--- src/rtl/tcap_pkg.sv ---
/*
  Shared constants of the 16-bit timer with input capture and of its
  controller: byte register map, field positions, reset values, counting
  modes, clock source codes and the controller's word map.
  Assumes nothing of its surroundings.
*/
package tcap_pkg;

  // Byte register map of the timer, index on the 8-bit bus
  localparam int unsigned TCAP_AW     = 4;
  localparam logic [3:0]  REG_CTRL_A  = 4'h0;
  localparam logic [3:0]  REG_CTRL_B  = 4'h1;
  localparam logic [3:0]  REG_CNT_L   = 4'h2;
  localparam logic [3:0]  REG_CNT_H   = 4'h3;
  localparam logic [3:0]  REG_CAP_L   = 4'h4;
  localparam logic [3:0]  REG_CAP_H   = 4'h5;
  localparam logic [3:0]  REG_FLAGS   = 4'h6;
  localparam logic [3:0]  REG_IRQ_EN  = 4'h7;
  localparam logic [3:0]  REG_COMP    = 4'h8;

  // Field positions
  localparam int unsigned CA_MODE_LSB = 0;   // mode bits 1:0
  localparam int unsigned CB_CS_LSB   = 0;   // clock source 2:0
  localparam int unsigned CB_MODE_LSB = 3;   // mode bits 3:2
  localparam int unsigned CB_EDGE_BIT = 6;
  localparam int unsigned CB_FILT_BIT = 7;
  localparam int unsigned FL_OVF_BIT  = 0;
  localparam int unsigned FL_CAP_BIT  = 1;
  localparam int unsigned CMP_SEL_BIT = 2;

  // Reset values
  localparam logic [7:0]  CTRL_RST    = 8'h00;
  localparam logic [15:0] CNT_RST     = 16'h0000;

  // Counting modes
  localparam logic [3:0]  MODE_NORMAL   = 4'h0;
  localparam logic [3:0]  MODE_PC8      = 4'h1;
  localparam logic [3:0]  MODE_PC9      = 4'h2;
  localparam logic [3:0]  MODE_PC10     = 4'h3;
  localparam logic [3:0]  MODE_FAST8    = 4'h5;
  localparam logic [3:0]  MODE_FAST9    = 4'h6;
  localparam logic [3:0]  MODE_FAST10   = 4'h7;
  localparam logic [3:0]  MODE_PFC_CAP  = 4'h8;
  localparam logic [3:0]  MODE_PFC_OCR  = 4'h9;
  localparam logic [3:0]  MODE_PC_CAP   = 4'hA;
  localparam logic [3:0]  MODE_PC_OCR   = 4'hB;
  localparam logic [3:0]  MODE_CTC_CAP  = 4'hC;
  localparam logic [3:0]  MODE_FAST_CAP = 4'hE;
  localparam logic [3:0]  MODE_FAST_OCR = 4'hF;

  localparam logic [15:0] CNT_BOTTOM  = 16'h0000;
  localparam logic [15:0] CNT_MAX     = 16'hFFFF;
  localparam logic [15:0] TOP_8BIT    = 16'h00FF;
  localparam logic [15:0] TOP_9BIT    = 16'h01FF;
  localparam logic [15:0] TOP_10BIT   = 16'h03FF;

  // Clock source codes
  localparam logic [2:0]  CS_STOP     = 3'h0;
  localparam logic [2:0]  CS_DIV1     = 3'h1;
  localparam logic [2:0]  CS_DIV8     = 3'h2;
  localparam logic [2:0]  CS_DIV64    = 3'h3;
  localparam logic [2:0]  CS_DIV256   = 3'h4;
  localparam logic [2:0]  CS_DIV1024  = 3'h5;
  localparam logic [2:0]  CS_EXT_FALL = 3'h6;
  localparam logic [2:0]  CS_EXT_RISE = 3'h7;
  localparam int unsigned PRESC_W     = 10;

  // Controller word map on AHB-Lite, byte registers at index * 4
  localparam logic [7:0]  HOST_BYTE_TOP = 8'h20;
  localparam logic [7:0]  HOST_CNT16    = 8'h40;
  localparam logic [7:0]  HOST_CAP16    = 8'h44;
  localparam logic [7:0]  HOST_SRC      = 8'h48;
  localparam logic [7:0]  HOST_IRQ      = 8'h4C;

endpackage

--- src/rtl/tcap_bus_if.sv ---
/*
  Byte-wide register bus between the timer and its controller, with the
  interrupt requests and their service acknowledges.
  Assumes both ends run on the same clock.
*/
`timescale 1ns/1ps
interface tcap_bus_if;
  import tcap_pkg::*;
  logic [TCAP_AW-1:0] addr;
  logic               wr;
  logic               rd;
  logic [7:0]         wdata;
  logic [7:0]         rdata;
  logic               cap_irq;
  logic               ovf_irq;
  logic               cap_ack;
  logic               ovf_ack;

  modport dev (input  addr, wr, rd, wdata, cap_ack, ovf_ack,
               output rdata, cap_irq, ovf_irq);
  modport cpu (output addr, wr, rd, wdata, cap_ack, ovf_ack,
               input  rdata, cap_irq, ovf_irq);
endinterface

--- src/rtl/tcap_trig.sv ---
/*
  Capture trigger path: two-stage synchronisers on both trigger inputs,
  source select, optional four-sample noise filter and edge detector.
  Assumes the inputs are asynchronous and the controls are on clk_i.
*/
`timescale 1ns/1ps
module tcap_trig
  import tcap_pkg::*;
#(
  parameter int unsigned TAPS = 4
)(
  input  wire logic clk_i,
  input  wire logic rst_i,
  input  wire logic pin_i,
  input  wire logic comp_i,
  input  wire logic sel_comp_i,
  input  wire logic filt_en_i,
  input  wire logic rise_i,
  input  wire logic en_i,
  output logic      edge_o
);
  logic [1:0]      pin_sync_ff;
  logic [1:0]      comp_sync_ff;
  logic [TAPS-2:0] samp_ff;
  logic            filt_ff;
  logic            prev_ff;
  logic            src;
  logic            level;


  always_ff @(posedge clk_i or posedge rst_i)
    if (rst_i)
    begin
      pin_sync_ff  <= 2'h0;
      comp_sync_ff <= 2'h0;
    end
    else
    begin
      pin_sync_ff  <= {pin_sync_ff[0], pin_i};
      comp_sync_ff <= {comp_sync_ff[0], comp_i};
    end

  assign src = sel_comp_i ? comp_sync_ff[1] : pin_sync_ff[1];

  // Filter samples every system clock, prescaler plays no part
  always_ff @(posedge clk_i or posedge rst_i)
    if (rst_i)
      samp_ff <= '0;
    else
      samp_ff <= {samp_ff[TAPS-3:0], src};

  // Live sample plus stored ones, so the filter adds exactly TAPS cycles
  always_ff @(posedge clk_i or posedge rst_i)
    if (rst_i)
      filt_ff <= 1'b0;
    else if (&{samp_ff, src})
      filt_ff <= 1'b1;
    else if (~|{samp_ff, src})
      filt_ff <= 1'b0;

  assign level = filt_en_i ? filt_ff : src;

  // Source switch is seen as a level change here as well
  always_ff @(posedge clk_i or posedge rst_i)
    if (rst_i)
      prev_ff <= 1'b0;
    else
      prev_ff <= level;

  assign edge_o = en_i & (rise_i ? (level & ~prev_ff)
                                 : (~level & prev_ff));
endmodule

--- src/rtl/tcap_timer.sv ---
/*
  16-bit up/down timer with input capture, byte register bus with a
  shared high-byte staging register, overflow and capture flags.
  Assumes the bus strobes are one-cycle pulses on clk_i and that pins
  come from outside the clock domain.
*/
// Design decisions made here: the address map and the AHB-Lite slave port.
// How it works
// Software may reuse staged high byte
// Clock select zero stops the counter
// Counter clears, counts up or down
// Low byte access moves high byte
// Counter accessible whether running or not
// CPU write beats counting same cycle
// Four-bit mode selects counting sequence
// Overflow flag set per mode
// Trigger edge copies counter to capture
// Capture flag set with copy; irq
// Flag cleared by service or one
// Capture read low byte first
// Capture writable only in capture-top modes
// Comparator select switches trigger source
// Source switch may capture; clear flag; a filtered switch capture lands after the controller's clear
// Triggers synchronised; filter adds four cycles
// Captures suppressed in capture-top modes
// Port-driven pin captures like edge
// Filter output needs four equal samples
// Filter enable bit, system clock only
// New capture overwrites unread value
// Software reverses edge, clears flag
// Zero, max and mode top values
// Edge select picks rising or falling
`timescale 1ns/1ps
module tcap_timer
  import tcap_pkg::*;
#(
  parameter int unsigned FILT_TAPS = 4
)(
  input  wire logic clk_i,
  input  wire logic rst_i,
  tcap_bus_if.dev   bus,
  input  wire logic capture_pin_i,
  input  wire logic comparator_output_i,
  input  wire logic external_count_pin_i,
  output logic      top_o,
  output logic      bottom_o
);
  logic [1:0]        ctrl_a_ff;
  logic [7:0]        ctrl_b_ff;
  logic [7:0]        comp_ff;
  logic [1:0]        irq_en_ff;
  logic [15:0]       cnt_ff;
  logic [15:0]       cap_ff;
  logic [7:0]        temp_ff;
  logic [7:0]        rdata_ff;
  logic              dir_down_ff;
  logic              ovf_ff;
  logic              capf_ff;
  logic              cap_irq_ff;
  logic              ovf_irq_ff;
  logic              top_ff;
  logic              bottom_ff;
  logic [PRESC_W-1:0] presc_ff;
  logic [2:0]        ext_ff;
  logic [3:0]        mode;
  logic [2:0]        cs;
  logic              tick;
  logic              dual;
  logic              fast;
  logic              cap_top;
  logic [15:0]       top;
  logic              trig;
  logic              wr_cnt;
  logic              wr_cap;
  logic              ovf_set;
  logic              ovf_clr;
  logic              cap_clr;
  logic [15:0]       nxt_cnt;
  logic              nxt_dir;
  logic [1:0]        nxt_irq_en;

  assign mode = {ctrl_b_ff[CB_MODE_LSB+1:CB_MODE_LSB], ctrl_a_ff};
  assign cs   = ctrl_b_ff[CB_CS_LSB+2:CB_CS_LSB];

  // Mode decode and top value; compare-A top modes fall back to MAX
  always_comb
  begin
    dual    = 1'b0;
    fast    = 1'b0;
    cap_top = 1'b0;
    top     = CNT_MAX;
    case (mode)
      MODE_PC8:      begin dual = 1'b1; top = TOP_8BIT;  end
      MODE_PC9:      begin dual = 1'b1; top = TOP_9BIT;  end
      MODE_PC10:     begin dual = 1'b1; top = TOP_10BIT; end
      MODE_FAST8:    begin fast = 1'b1; top = TOP_8BIT;  end
      MODE_FAST9:    begin fast = 1'b1; top = TOP_9BIT;  end
      MODE_FAST10:   begin fast = 1'b1; top = TOP_10BIT; end
      MODE_PFC_CAP,
      MODE_PC_CAP:   begin dual = 1'b1; cap_top = 1'b1; top = cap_ff; end
      MODE_PFC_OCR,
      MODE_PC_OCR:   dual = 1'b1;
      MODE_CTC_CAP:  begin cap_top = 1'b1; top = cap_ff; end
      MODE_FAST_CAP: begin fast = 1'b1; cap_top = 1'b1; top = cap_ff; end
      MODE_FAST_OCR: fast = 1'b1;
      default:       top = CNT_MAX;
    endcase
  end

  // Prescaler and external count pin synchroniser
  always_ff @(posedge clk_i or posedge rst_i)
    if (rst_i)
      presc_ff <= '0;
    else
      presc_ff <= presc_ff + 1'b1;

  always_ff @(posedge clk_i or posedge rst_i)
    if (rst_i)
      ext_ff <= 3'h0;
    else
      ext_ff <= {ext_ff[1:0], external_count_pin_i};

  always_comb
    case (cs)
      CS_STOP:     tick = 1'b0;
      CS_DIV1:     tick = 1'b1;
      CS_DIV8:     tick = &presc_ff[2:0];
      CS_DIV64:    tick = &presc_ff[5:0];
      CS_DIV256:   tick = &presc_ff[7:0];
      CS_DIV1024:  tick = &presc_ff[9:0];
      CS_EXT_FALL: tick = ext_ff[2] & ~ext_ff[1];
      CS_EXT_RISE: tick = ~ext_ff[2] & ext_ff[1];
      default:     tick = 1'b0;
    endcase

  tcap_trig #(
    .TAPS       (FILT_TAPS)
  ) u_trig (
    .clk_i      (clk_i),
    .rst_i      (rst_i),
    .pin_i      (capture_pin_i),
    .comp_i     (comparator_output_i),
    .sel_comp_i (comp_ff[CMP_SEL_BIT]),
    .filt_en_i  (ctrl_b_ff[CB_FILT_BIT]),
    .rise_i     (ctrl_b_ff[CB_EDGE_BIT]),
    .en_i       (~cap_top),
    .edge_o     (trig)
  );

  assign wr_cnt = bus.wr & (bus.addr == REG_CNT_L);
  assign wr_cap = bus.wr & (bus.addr == REG_CAP_L) & cap_top;

  // Next count per mode
  always_comb
  begin
    nxt_cnt = cnt_ff;
    nxt_dir = dir_down_ff;
    ovf_set = 1'b0;
    if (tick)
    begin
      if (dual)
      begin
        if (!dir_down_ff && cnt_ff >= top)
        begin
          nxt_dir = 1'b1;
          nxt_cnt = cnt_ff - 1'b1;
        end
        else if (dir_down_ff && cnt_ff == CNT_BOTTOM)
        begin
          nxt_dir = 1'b0;
          nxt_cnt = cnt_ff + 1'b1;
          ovf_set = 1'b1;
        end
        else
          nxt_cnt = dir_down_ff ? cnt_ff - 1'b1 : cnt_ff + 1'b1;
      end
      else
      begin
        nxt_dir = 1'b0;
        nxt_cnt = (cnt_ff == top) ? CNT_BOTTOM : cnt_ff + 1'b1;
        ovf_set = fast ? (cnt_ff == top) : (cnt_ff == CNT_MAX);
      end
    end
  end

  always_ff @(posedge clk_i or posedge rst_i)
    if (rst_i)
    begin
      cnt_ff      <= CNT_RST;
      dir_down_ff <= 1'b0;
    end
    else if (wr_cnt)
      cnt_ff <= {temp_ff, bus.wdata};
    else
    begin
      cnt_ff      <= nxt_cnt;
      dir_down_ff <= nxt_dir;
    end

  always_ff @(posedge clk_i or posedge rst_i)
    if (rst_i)
      cap_ff <= CNT_RST;
    else if (wr_cap)
      cap_ff <= {temp_ff, bus.wdata};
    else if (trig)
      cap_ff <= cnt_ff;

  // Shared high-byte staging register
  always_ff @(posedge clk_i or posedge rst_i)
    if (rst_i)
      temp_ff <= 8'h00;
    else if (bus.wr && (bus.addr == REG_CNT_H || bus.addr == REG_CAP_H))
      temp_ff <= bus.wdata;
    else if (bus.rd && bus.addr == REG_CNT_L)
      temp_ff <= cnt_ff[15:8];
    else if (bus.rd && bus.addr == REG_CAP_L)
      temp_ff <= cap_ff[15:8];

  always_ff @(posedge clk_i or posedge rst_i)
    if (rst_i)
    begin
      ctrl_a_ff <= CTRL_RST[1:0];
      ctrl_b_ff <= CTRL_RST;
      comp_ff   <= CTRL_RST;
      irq_en_ff <= CTRL_RST[1:0];
    end
    else if (bus.wr)
      case (bus.addr)
        REG_CTRL_A: ctrl_a_ff <= bus.wdata[CA_MODE_LSB+1:CA_MODE_LSB];
        REG_CTRL_B: ctrl_b_ff <= bus.wdata;
        REG_COMP:   comp_ff   <= bus.wdata;
        REG_IRQ_EN: irq_en_ff <= bus.wdata[1:0];
        default:    ctrl_b_ff <= ctrl_b_ff;
      endcase

  // Flags: hardware set wins over a clear in the same cycle
  assign ovf_clr = bus.ovf_ack | (bus.wr && bus.addr == REG_FLAGS &&
                                  bus.wdata[FL_OVF_BIT]);
  assign cap_clr = bus.cap_ack | (bus.wr && bus.addr == REG_FLAGS &&
                                  bus.wdata[FL_CAP_BIT]);

  // Requests follow an enable write at once
  assign nxt_irq_en = (bus.wr && bus.addr == REG_IRQ_EN) ? bus.wdata[1:0]
                                                         : irq_en_ff;

  always_ff @(posedge clk_i or posedge rst_i)
    if (rst_i)
    begin
      ovf_ff  <= 1'b0;
      capf_ff <= 1'b0;
    end
    else
    begin
      ovf_ff  <= ovf_set | (ovf_ff & ~ovf_clr);
      capf_ff <= trig | (capf_ff & ~cap_clr);
    end

  always_ff @(posedge clk_i or posedge rst_i)
    if (rst_i)
    begin
      cap_irq_ff <= 1'b0;
      ovf_irq_ff <= 1'b0;
    end
    else
    begin
      cap_irq_ff <= (trig | (capf_ff & ~cap_clr)) &
                    nxt_irq_en[FL_CAP_BIT];
      ovf_irq_ff <= (ovf_set | (ovf_ff & ~ovf_clr)) &
                    nxt_irq_en[FL_OVF_BIT];
    end

  always_ff @(posedge clk_i or posedge rst_i)
    if (rst_i)
      rdata_ff <= 8'h00;
    else if (bus.rd)
      case (bus.addr)
        REG_CTRL_A: rdata_ff <= {6'h00, ctrl_a_ff};
        REG_CTRL_B: rdata_ff <= ctrl_b_ff;
        REG_CNT_L:  rdata_ff <= cnt_ff[7:0];
        REG_CNT_H,
        REG_CAP_H:  rdata_ff <= temp_ff;
        REG_CAP_L:  rdata_ff <= cap_ff[7:0];
        REG_FLAGS:  rdata_ff <= {6'h00, capf_ff, ovf_ff};
        REG_IRQ_EN: rdata_ff <= {6'h00, irq_en_ff};
        REG_COMP:   rdata_ff <= comp_ff;
        default:    rdata_ff <= 8'h00;
      endcase

  always_ff @(posedge clk_i or posedge rst_i)
    if (rst_i)
    begin
      top_ff    <= 1'b0;
      bottom_ff <= 1'b0;
    end
    else
    begin
      top_ff    <= (cnt_ff == top);
      bottom_ff <= (cnt_ff == CNT_BOTTOM);
    end

  assign bus.rdata   = rdata_ff;
  assign bus.cap_irq = cap_irq_ff;
  assign bus.ovf_irq = ovf_irq_ff;
  assign top_o       = top_ff;
  assign bottom_o    = bottom_ff;
endmodule

--- src/flat_wrapper.sv ---
// flat-port wrapper written by rule: the top's interface ports become plain ports
module tcap_timer_flat import tcap_pkg::*;
#(
  parameter int unsigned FILT_TAPS = 4
)
  (clk_i, rst_i, capture_pin_i, comparator_output_i, external_count_pin_i, top_o, bottom_o, bus_addr, bus_wr, bus_rd, bus_wdata, bus_cap_ack, bus_ovf_ack, bus_rdata, bus_cap_irq, bus_ovf_irq);
  tcap_bus_if bus_i ();
  input  wire logic clk_i;
  input  wire logic rst_i;
  input  wire logic capture_pin_i;
  input  wire logic comparator_output_i;
  input  wire logic external_count_pin_i;
  output logic top_o;
  output logic bottom_o;
  input wire logic [$bits(bus_i.addr)-1:0] bus_addr;
  input wire logic [$bits(bus_i.wr)-1:0] bus_wr;
  input wire logic [$bits(bus_i.rd)-1:0] bus_rd;
  input wire logic [$bits(bus_i.wdata)-1:0] bus_wdata;
  input wire logic [$bits(bus_i.cap_ack)-1:0] bus_cap_ack;
  input wire logic [$bits(bus_i.ovf_ack)-1:0] bus_ovf_ack;
  output wire logic [$bits(bus_i.rdata)-1:0] bus_rdata;
  output wire logic [$bits(bus_i.cap_irq)-1:0] bus_cap_irq;
  output wire logic [$bits(bus_i.ovf_irq)-1:0] bus_ovf_irq;
  assign bus_i.addr = bus_addr;
  assign bus_i.wr = bus_wr;
  assign bus_i.rd = bus_rd;
  assign bus_i.wdata = bus_wdata;
  assign bus_i.cap_ack = bus_cap_ack;
  assign bus_i.ovf_ack = bus_ovf_ack;
  assign bus_rdata = bus_i.rdata;
  assign bus_cap_irq = bus_i.cap_irq;
  assign bus_ovf_irq = bus_i.ovf_irq;
  tcap_timer #(.FILT_TAPS(FILT_TAPS)) u_core (.clk_i(clk_i), .rst_i(rst_i), .bus(bus_i), .capture_pin_i(capture_pin_i), .comparator_output_i(comparator_output_i), .external_count_pin_i(external_count_pin_i), .top_o(top_o), .bottom_o(bottom_o));
endmodule
--- config.mk ---
export PLATFORM = sky130hd
export DESIGN_NAME = tcap_timer_flat
export DESIGN_NICKNAME = d
export VERILOG_FILES = /design/src/rtl/tcap_pkg.sv /design/src/rtl/tcap_bus_if.sv /design/src/rtl/tcap_trig.sv /design/src/rtl/tcap_timer.sv /design/src/flat_wrapper.sv
export SDC_FILE = /design/constraint.sdc
export NUM_CORES = 1
export LEC_CHECK = 0
export BUFFER_PORTS_ARGS = -buffer_cell sky130_fd_sc_hd__buf_4
export CORE_ASPECT_RATIO = 0.5
export CORE_MARGIN = 5
export CORE_UTILIZATION = 30
export DETAILED_ROUTE_END_ITERATION = 12
export PLACE_DENSITY_LB_ADDON = 0.3
export SLEW_MARGIN = 20
export SYNTH_ARGS = -nofsm -noshare
export SYNTH_HDL_FRONTEND = slang
export SYNTH_SLANG_ARGS = --single-unit
--- constraint.sdc ---
create_clock -name clk_i -period 4.4 [get_ports clk_i]
set_input_delay 0.88 -clock clk_i [delete_from_list [all_inputs] [get_ports clk_i]]
set_output_delay 0.88 -clock clk_i [all_outputs]
set_load 0.02 [all_outputs]
==> run_summary.xml <==
<?xml version="1.0" encoding="UTF-8"?>
<metrics>
  <group name="yosys">
    <metric name="mapped_cells" unit="">612</metric>
    <metric name="yosysTopAreaCellShare" unit="%">42.0</metric>
    <metric name="yosys_warnings" unit="">0</metric>
    <metric name="synth.largest_area_cell" unit="">sky130_fd_sc_hd__dfrtp_1</metric>
    <metric name="synth.avg_cell_area" unit="µm²">9.45</metric>
    <metric name="synth_seq_cells" unit="">97</metric>
    <metric name="synthTopCellsByArea" unit="">sky130_fd_sc_hd__dfrtp_1 (42%), sky130_fd_sc_hd__mux2i_1 (7.8%), sky130_fd_sc_hd__ha_1 (4.5%)</metric>
    <metric name="dominantRegCellSynth" unit="">sky130_fd_sc_hd__dfrtp_1</metric>
    <metric name="yosys.cell_types.count" unit="">62</metric>
    <metric name="ffs_w_async_s_r_synth" unit="%">100</metric>
    <metric name="synthesis.nets" unit="">654</metric>
    <metric name="number_of_enable_type_register_cells_in_the_synthesized_netlist" unit="">0</metric>
    <metric name="synth_sequential_area_ratio" unit="%">42.0</metric>
    <metric name="post_synth_instance_area" unit="µm²">5780</metric>
  </group>
  <group name="floorplanning">
    <metric name="std_cell_rows" unit="">35</metric>
    <metric name="fp.dieH" unit="µm">108</metric>
    <metric name="pin_count" unit="">33</metric>
    <metric name="fp.dieArea" unit="µm²">22300</metric>
    <metric name="chipWidth" unit="µm">206</metric>
    <metric name="placeableCoreArea" unit="µm²">18700</metric>
    <metric name="initial_core_util" unit="%">31.0</metric>
  </group>
  <group name="sta">
    <metric name="final_skew" unit="ps">5.84</metric>
    <metric name="max-slew-margin-rel" unit="%">32.4</metric>
    <metric name="setup-tns-final" unit="ps">0</metric>
    <metric name="period_needed" unit="ps">3640</metric>
    <metric name="max_freq" unit="MHz">274</metric>
    <metric name="finalMaxSlewViolations" unit="">0</metric>
    <metric name="rsz0062_at_grt" unit="">false</metric>
    <metric name="tightest_slew" unit="ps">1010</metric>
    <metric name="setup_viol" unit="">0</metric>
    <metric name="finalCritPeriodShare" unit="%">82.8</metric>
    <metric name="finalHoldViolations" unit="">0</metric>
  </group>
  <group name="clock_tree">
    <metric name="clock_sink_count" unit="">97</metric>
    <metric name="cts_root_buf" unit="">sky130_fd_sc_hd__clkbuf_16</metric>
    <metric name="cts_setup_buffers" unit="">0</metric>
    <metric name="cts.path.max_buffers" unit="">2</metric>
    <metric name="worstSkewPairLatency" unit="ps">350</metric>
    <metric name="tritoncts" unit="">yes</metric>
    <metric name="cts_resized" unit="">0</metric>
    <metric name="cts.clk_slew.worst_paths" unit="ps">70</metric>
    <metric name="numCtsBuffers" unit="">9</metric>
    <metric name="cts_hold_repair.buffers" unit="">0</metric>
    <metric name="clock_tree.htree_level_count" unit="">3</metric>
  </group>
  <group name="layout">
    <metric name="post_route_cells_drive_above_1_share" unit="%">15.2</metric>
    <metric name="ff_latch_area" unit="µm²">2430</metric>
    <metric name="areaGrowthSynthToFinish" unit="%">14.0</metric>
    <metric name="multiInputGateArea" unit="µm²">3090</metric>
    <metric name="antennaDiodeCount" unit="">0</metric>
    <metric name="count_of_fill_cells_added_during_filler_insertion" unit="">1911</metric>
    <metric name="nets" unit="">668</metric>
  </group>
  <group name="grt">
    <metric name="groute.usage.overall" unit="%">15.2</metric>
    <metric name="number_of_global_route_vias_before_repair" unit="">4690</metric>
    <metric name="pin_count_of_the_biggest_net_entering_global_routing" unit="">77</metric>
    <metric name="gr-total-overflow" unit="">0</metric>
    <metric name="grt_first_pass_wirelength" unit="µm">26600</metric>
    <metric name="grt_antenna_before_repair" unit="">0</metric>
  </group>
  <group name="worst_setup_path">
    <metric name="worstRegToRegCells" unit="">11</metric>
    <metric name="crit_type" unit="">reg2reg</metric>
    <metric name="startpoint" unit="">u_core.ctrl_a_ff[0]$_DFFE_PP0P_</metric>
    <metric name="timing.critical_path.from_type" unit="">flip-flop</metric>
    <metric name="critical_path.endpoint_type" unit="">flip-flop</metric>
    <metric name="arrival" unit="ps">3880</metric>
    <metric name="slack_of_the_worst_reg_to_reg_path" unit="ps">760</metric>
    <metric name="crit-reg2reg-launch" unit="">u_core.ctrl_a_ff[0]$_DFFE_PP0P_</metric>
    <metric name="crit-reg2reg-capture" unit="">u_core.cnt_ff[3]$_DFFE_PP0P_</metric>
    <metric name="critical_path_rt" unit="ps">4630</metric>
    <metric name="worstPathMaxFanout" unit="">23</metric>
  </group>
  <group name="power">
    <metric name="power_frac_clock" unit="%">25.5</metric>
    <metric name="total_switching_power" unit="W">0.00132</metric>
    <metric name="power_frac_seq" unit="%">39.9</metric>
    <metric name="worst_case_vdd_ir_drop" unit="mV">0.173</metric>
    <metric name="intPower" unit="W">0.00210</metric>
    <metric name="power.switching_fraction" unit="%">38.5</metric>
    <metric name="total_power" unit="W">0.00342</metric>
    <metric name="power.static_leakage" unit="nW">2.89</metric>
    <metric name="power_density" unit="nW/µm²">520</metric>
    <metric name="share_comb_of_total_power" unit="%">34.6</metric>
  </group>
  <group name="detailed_routing">
    <metric name="antenna_violating_nets_post_route" unit="">0</metric>
    <metric name="detailedRoute.firstPassIterationCount" unit="">6</metric>
    <metric name="drc" unit="">0</metric>
    <metric name="wl_per_cell" unit="µm">18.6</metric>
    <metric name="avgViaCountPerCell" unit="">5.30</metric>
    <metric name="dr.first_iter.drc_count" unit="">426</metric>
    <metric name="vias_post_dr" unit="">4721</metric>
    <metric name="drt-total-wl" unit="µm">16500</metric>
  </group>
  <group name="worst_hold_path">
    <metric name="min_path_cells" unit="">0</metric>
    <metric name="holdPathEnd" unit="">u_core.ext_ff[1]$_DFF_PP0_</metric>
    <metric name="hold_path.class" unit="">reg2reg</metric>
    <metric name="holdCritStartpoint" unit="">u_core.ext_ff[0]$_DFF_PP0_</metric>
  </group>
  <group name="run">
    <metric name="max-cap-violations" unit="">0</metric>
  </group>
  <group name="placement">
    <metric name="io_buffer_count" unit="">32</metric>
    <metric name="gp_routability_congestion" unit="">0.872</metric>
    <metric name="hpwlAfterDp" unit="µm">11600</metric>
  </group>
  <group name="status">
    <metric name="status" unit="">finished, final reports clean</metric>
  </group>
</metrics>
-- cell usage in the layout (no fill, tap or decap), types with 10 or more instances in the layout --
cell and instances:
sky130_fd_sc_hd__a21oi_1 19, sky130_fd_sc_hd__and3_1 16, sky130_fd_sc_hd__buf_4 44, sky130_fd_sc_hd__dfrtp_1 97
sky130_fd_sc_hd__ha_1 21, sky130_fd_sc_hd__inv_1 23, sky130_fd_sc_hd__mux2_2 21, sky130_fd_sc_hd__mux2i_1 45
sky130_fd_sc_hd__nand2_1 63, sky130_fd_sc_hd__nand3_1 24, sky130_fd_sc_hd__nand4_1 11, sky130_fd_sc_hd__nor2_1 34
sky130_fd_sc_hd__nor3_1 14, sky130_fd_sc_hd__nor4_1 11, sky130_fd_sc_hd__o21ai_0 48, sky130_fd_sc_hd__xnor2_1 10
-- logic make-up (layout without fill, tap and decap cells) --
kind of cell    count (synthesis)  after routing  synth area share, %
simple gates                  217            217                 19.7
compound gates                131            131                 14.8
flops                          97             97                 42.0
mux                            68             68                 12.3
buf+inv                        65             84                 4.70
fa+ha+maj                      21             21                 4.55
xor+xnor                       13             13                 1.97
-- cell usage after synthesis (all sizes together) (10+ instances only) --
cell type / n
a21oi: 19
and3: 17
buf: 10
clkbuf: 31
dfrtp: 97
ha: 21
inv: 24
mux2: 23
mux2i: 45
nand2: 63
nand3: 24
nand4: 11
nor2: 35
nor3: 14
nor4: 11
o21ai: 53
xnor2: 10
-- power groups by stage --
| stage | clock (W) | sequential (W) | combinational [W] |
|---|---|---|---|
| 2_1_floorplan | 0 | 0.00126 | 0.000926 |
| 3_3_place_gp | 0 | 0.00137 | 0.00114 |
| 3_5_place_dp | 0 | 0.00137 | 0.00117 |
| 4_1_cts | 0.000896 | 0.00136 | 0.00117 |
| 5_1_grt | 0.000931 | 0.00139 | 0.00133 |
| 6_report | 0.000874 | 0.00137 | 0.00118 |
-- stage by stage --
stage                     cells  utilization (%)  hold slack [ps]  area, µm²  setup WS, ps
final                       890             35.3              351       6590           757
after global routing        890             35.3              358       6590           382
after CTS                   890             35.3              351       6590           791
after detailed placement    874             33.6              335       6260           815
after global placement      874             33.6              337       6260           918
after floorplan             612                -              331       5780           986
-- layout make-up --
class	count	share of cell area, %
Multi-Input combinational cell	450	46.9
Inverter	24	1.44
Tap cell	259	4.92
Sequential cell	97	36.8
Clock buffer	10	3.48
Timing Repair Buffer	44	5.01
Clock inverter	6	1.44
-- how the worst max path moves through the flow --
stage                                   end  depth (start not counted)  slack, ps
3_3_place_gp   u_core.cnt_ff[3]$_DFFE_PP0P_                         11        920
5_1_grt        u_core.cnt_ff[4]$_DFFE_PP0P_                         11        380
2_1_floorplan     u_core.bottom_o$_DFF_PP0_                          1        990
6_report       u_core.cnt_ff[3]$_DFFE_PP0P_                         11        760
3_5_place_dp   u_core.cnt_ff[3]$_DFFE_PP0P_                         11        810
4_1_cts        u_core.cnt_ff[3]$_DFFE_PP0P_                         11        790
-- state kept, by name (all words and copies together) (netlist names), 3 cells and up --
name                   cells
u_core.cap_ff             16
u_core.cnt_ff             16
u_core.presc_ff           10
u_core.bus.rdata           8
u_core.comp_ff             8
u_core.ctrl_b_ff           8
u_core.temp_ff             8
u_core.ext_ff              3
u_core.u_trig.samp_ff      3
-- critical path: stages, from the launching register on --
cell and delay (ps):
sky130_fd_sc_hd__dfrtp_1 440, sky130_fd_sc_hd__nand2b_1 420, sky130_fd_sc_hd__o21ai_0 270, sky130_fd_sc_hd__ha_1 270
sky130_fd_sc_hd__a21o_1 160, sky130_fd_sc_hd__a21o_1 170, sky130_fd_sc_hd__a21oi_1 150, sky130_fd_sc_hd__nand4_1 280
sky130_fd_sc_hd__o21ai_4 640, sky130_fd_sc_hd__mux2i_1 260, sky130_fd_sc_hd__o22ai_1 100, sky130_fd_sc_hd__a221o_1 360
-- metal layers --
metal / up-vias / global-route usage [%] / wire length [µm]
li1: 2267 / - / -
met1: 2300 / 21.5 / 7830
met2: 136 / 23.5 / 7370
met3: 18 / 3.66 / 1100
met4: 0 / 3.89 / 222
met5: - / 0 / 0
Power figures use the tool's default switching activity.
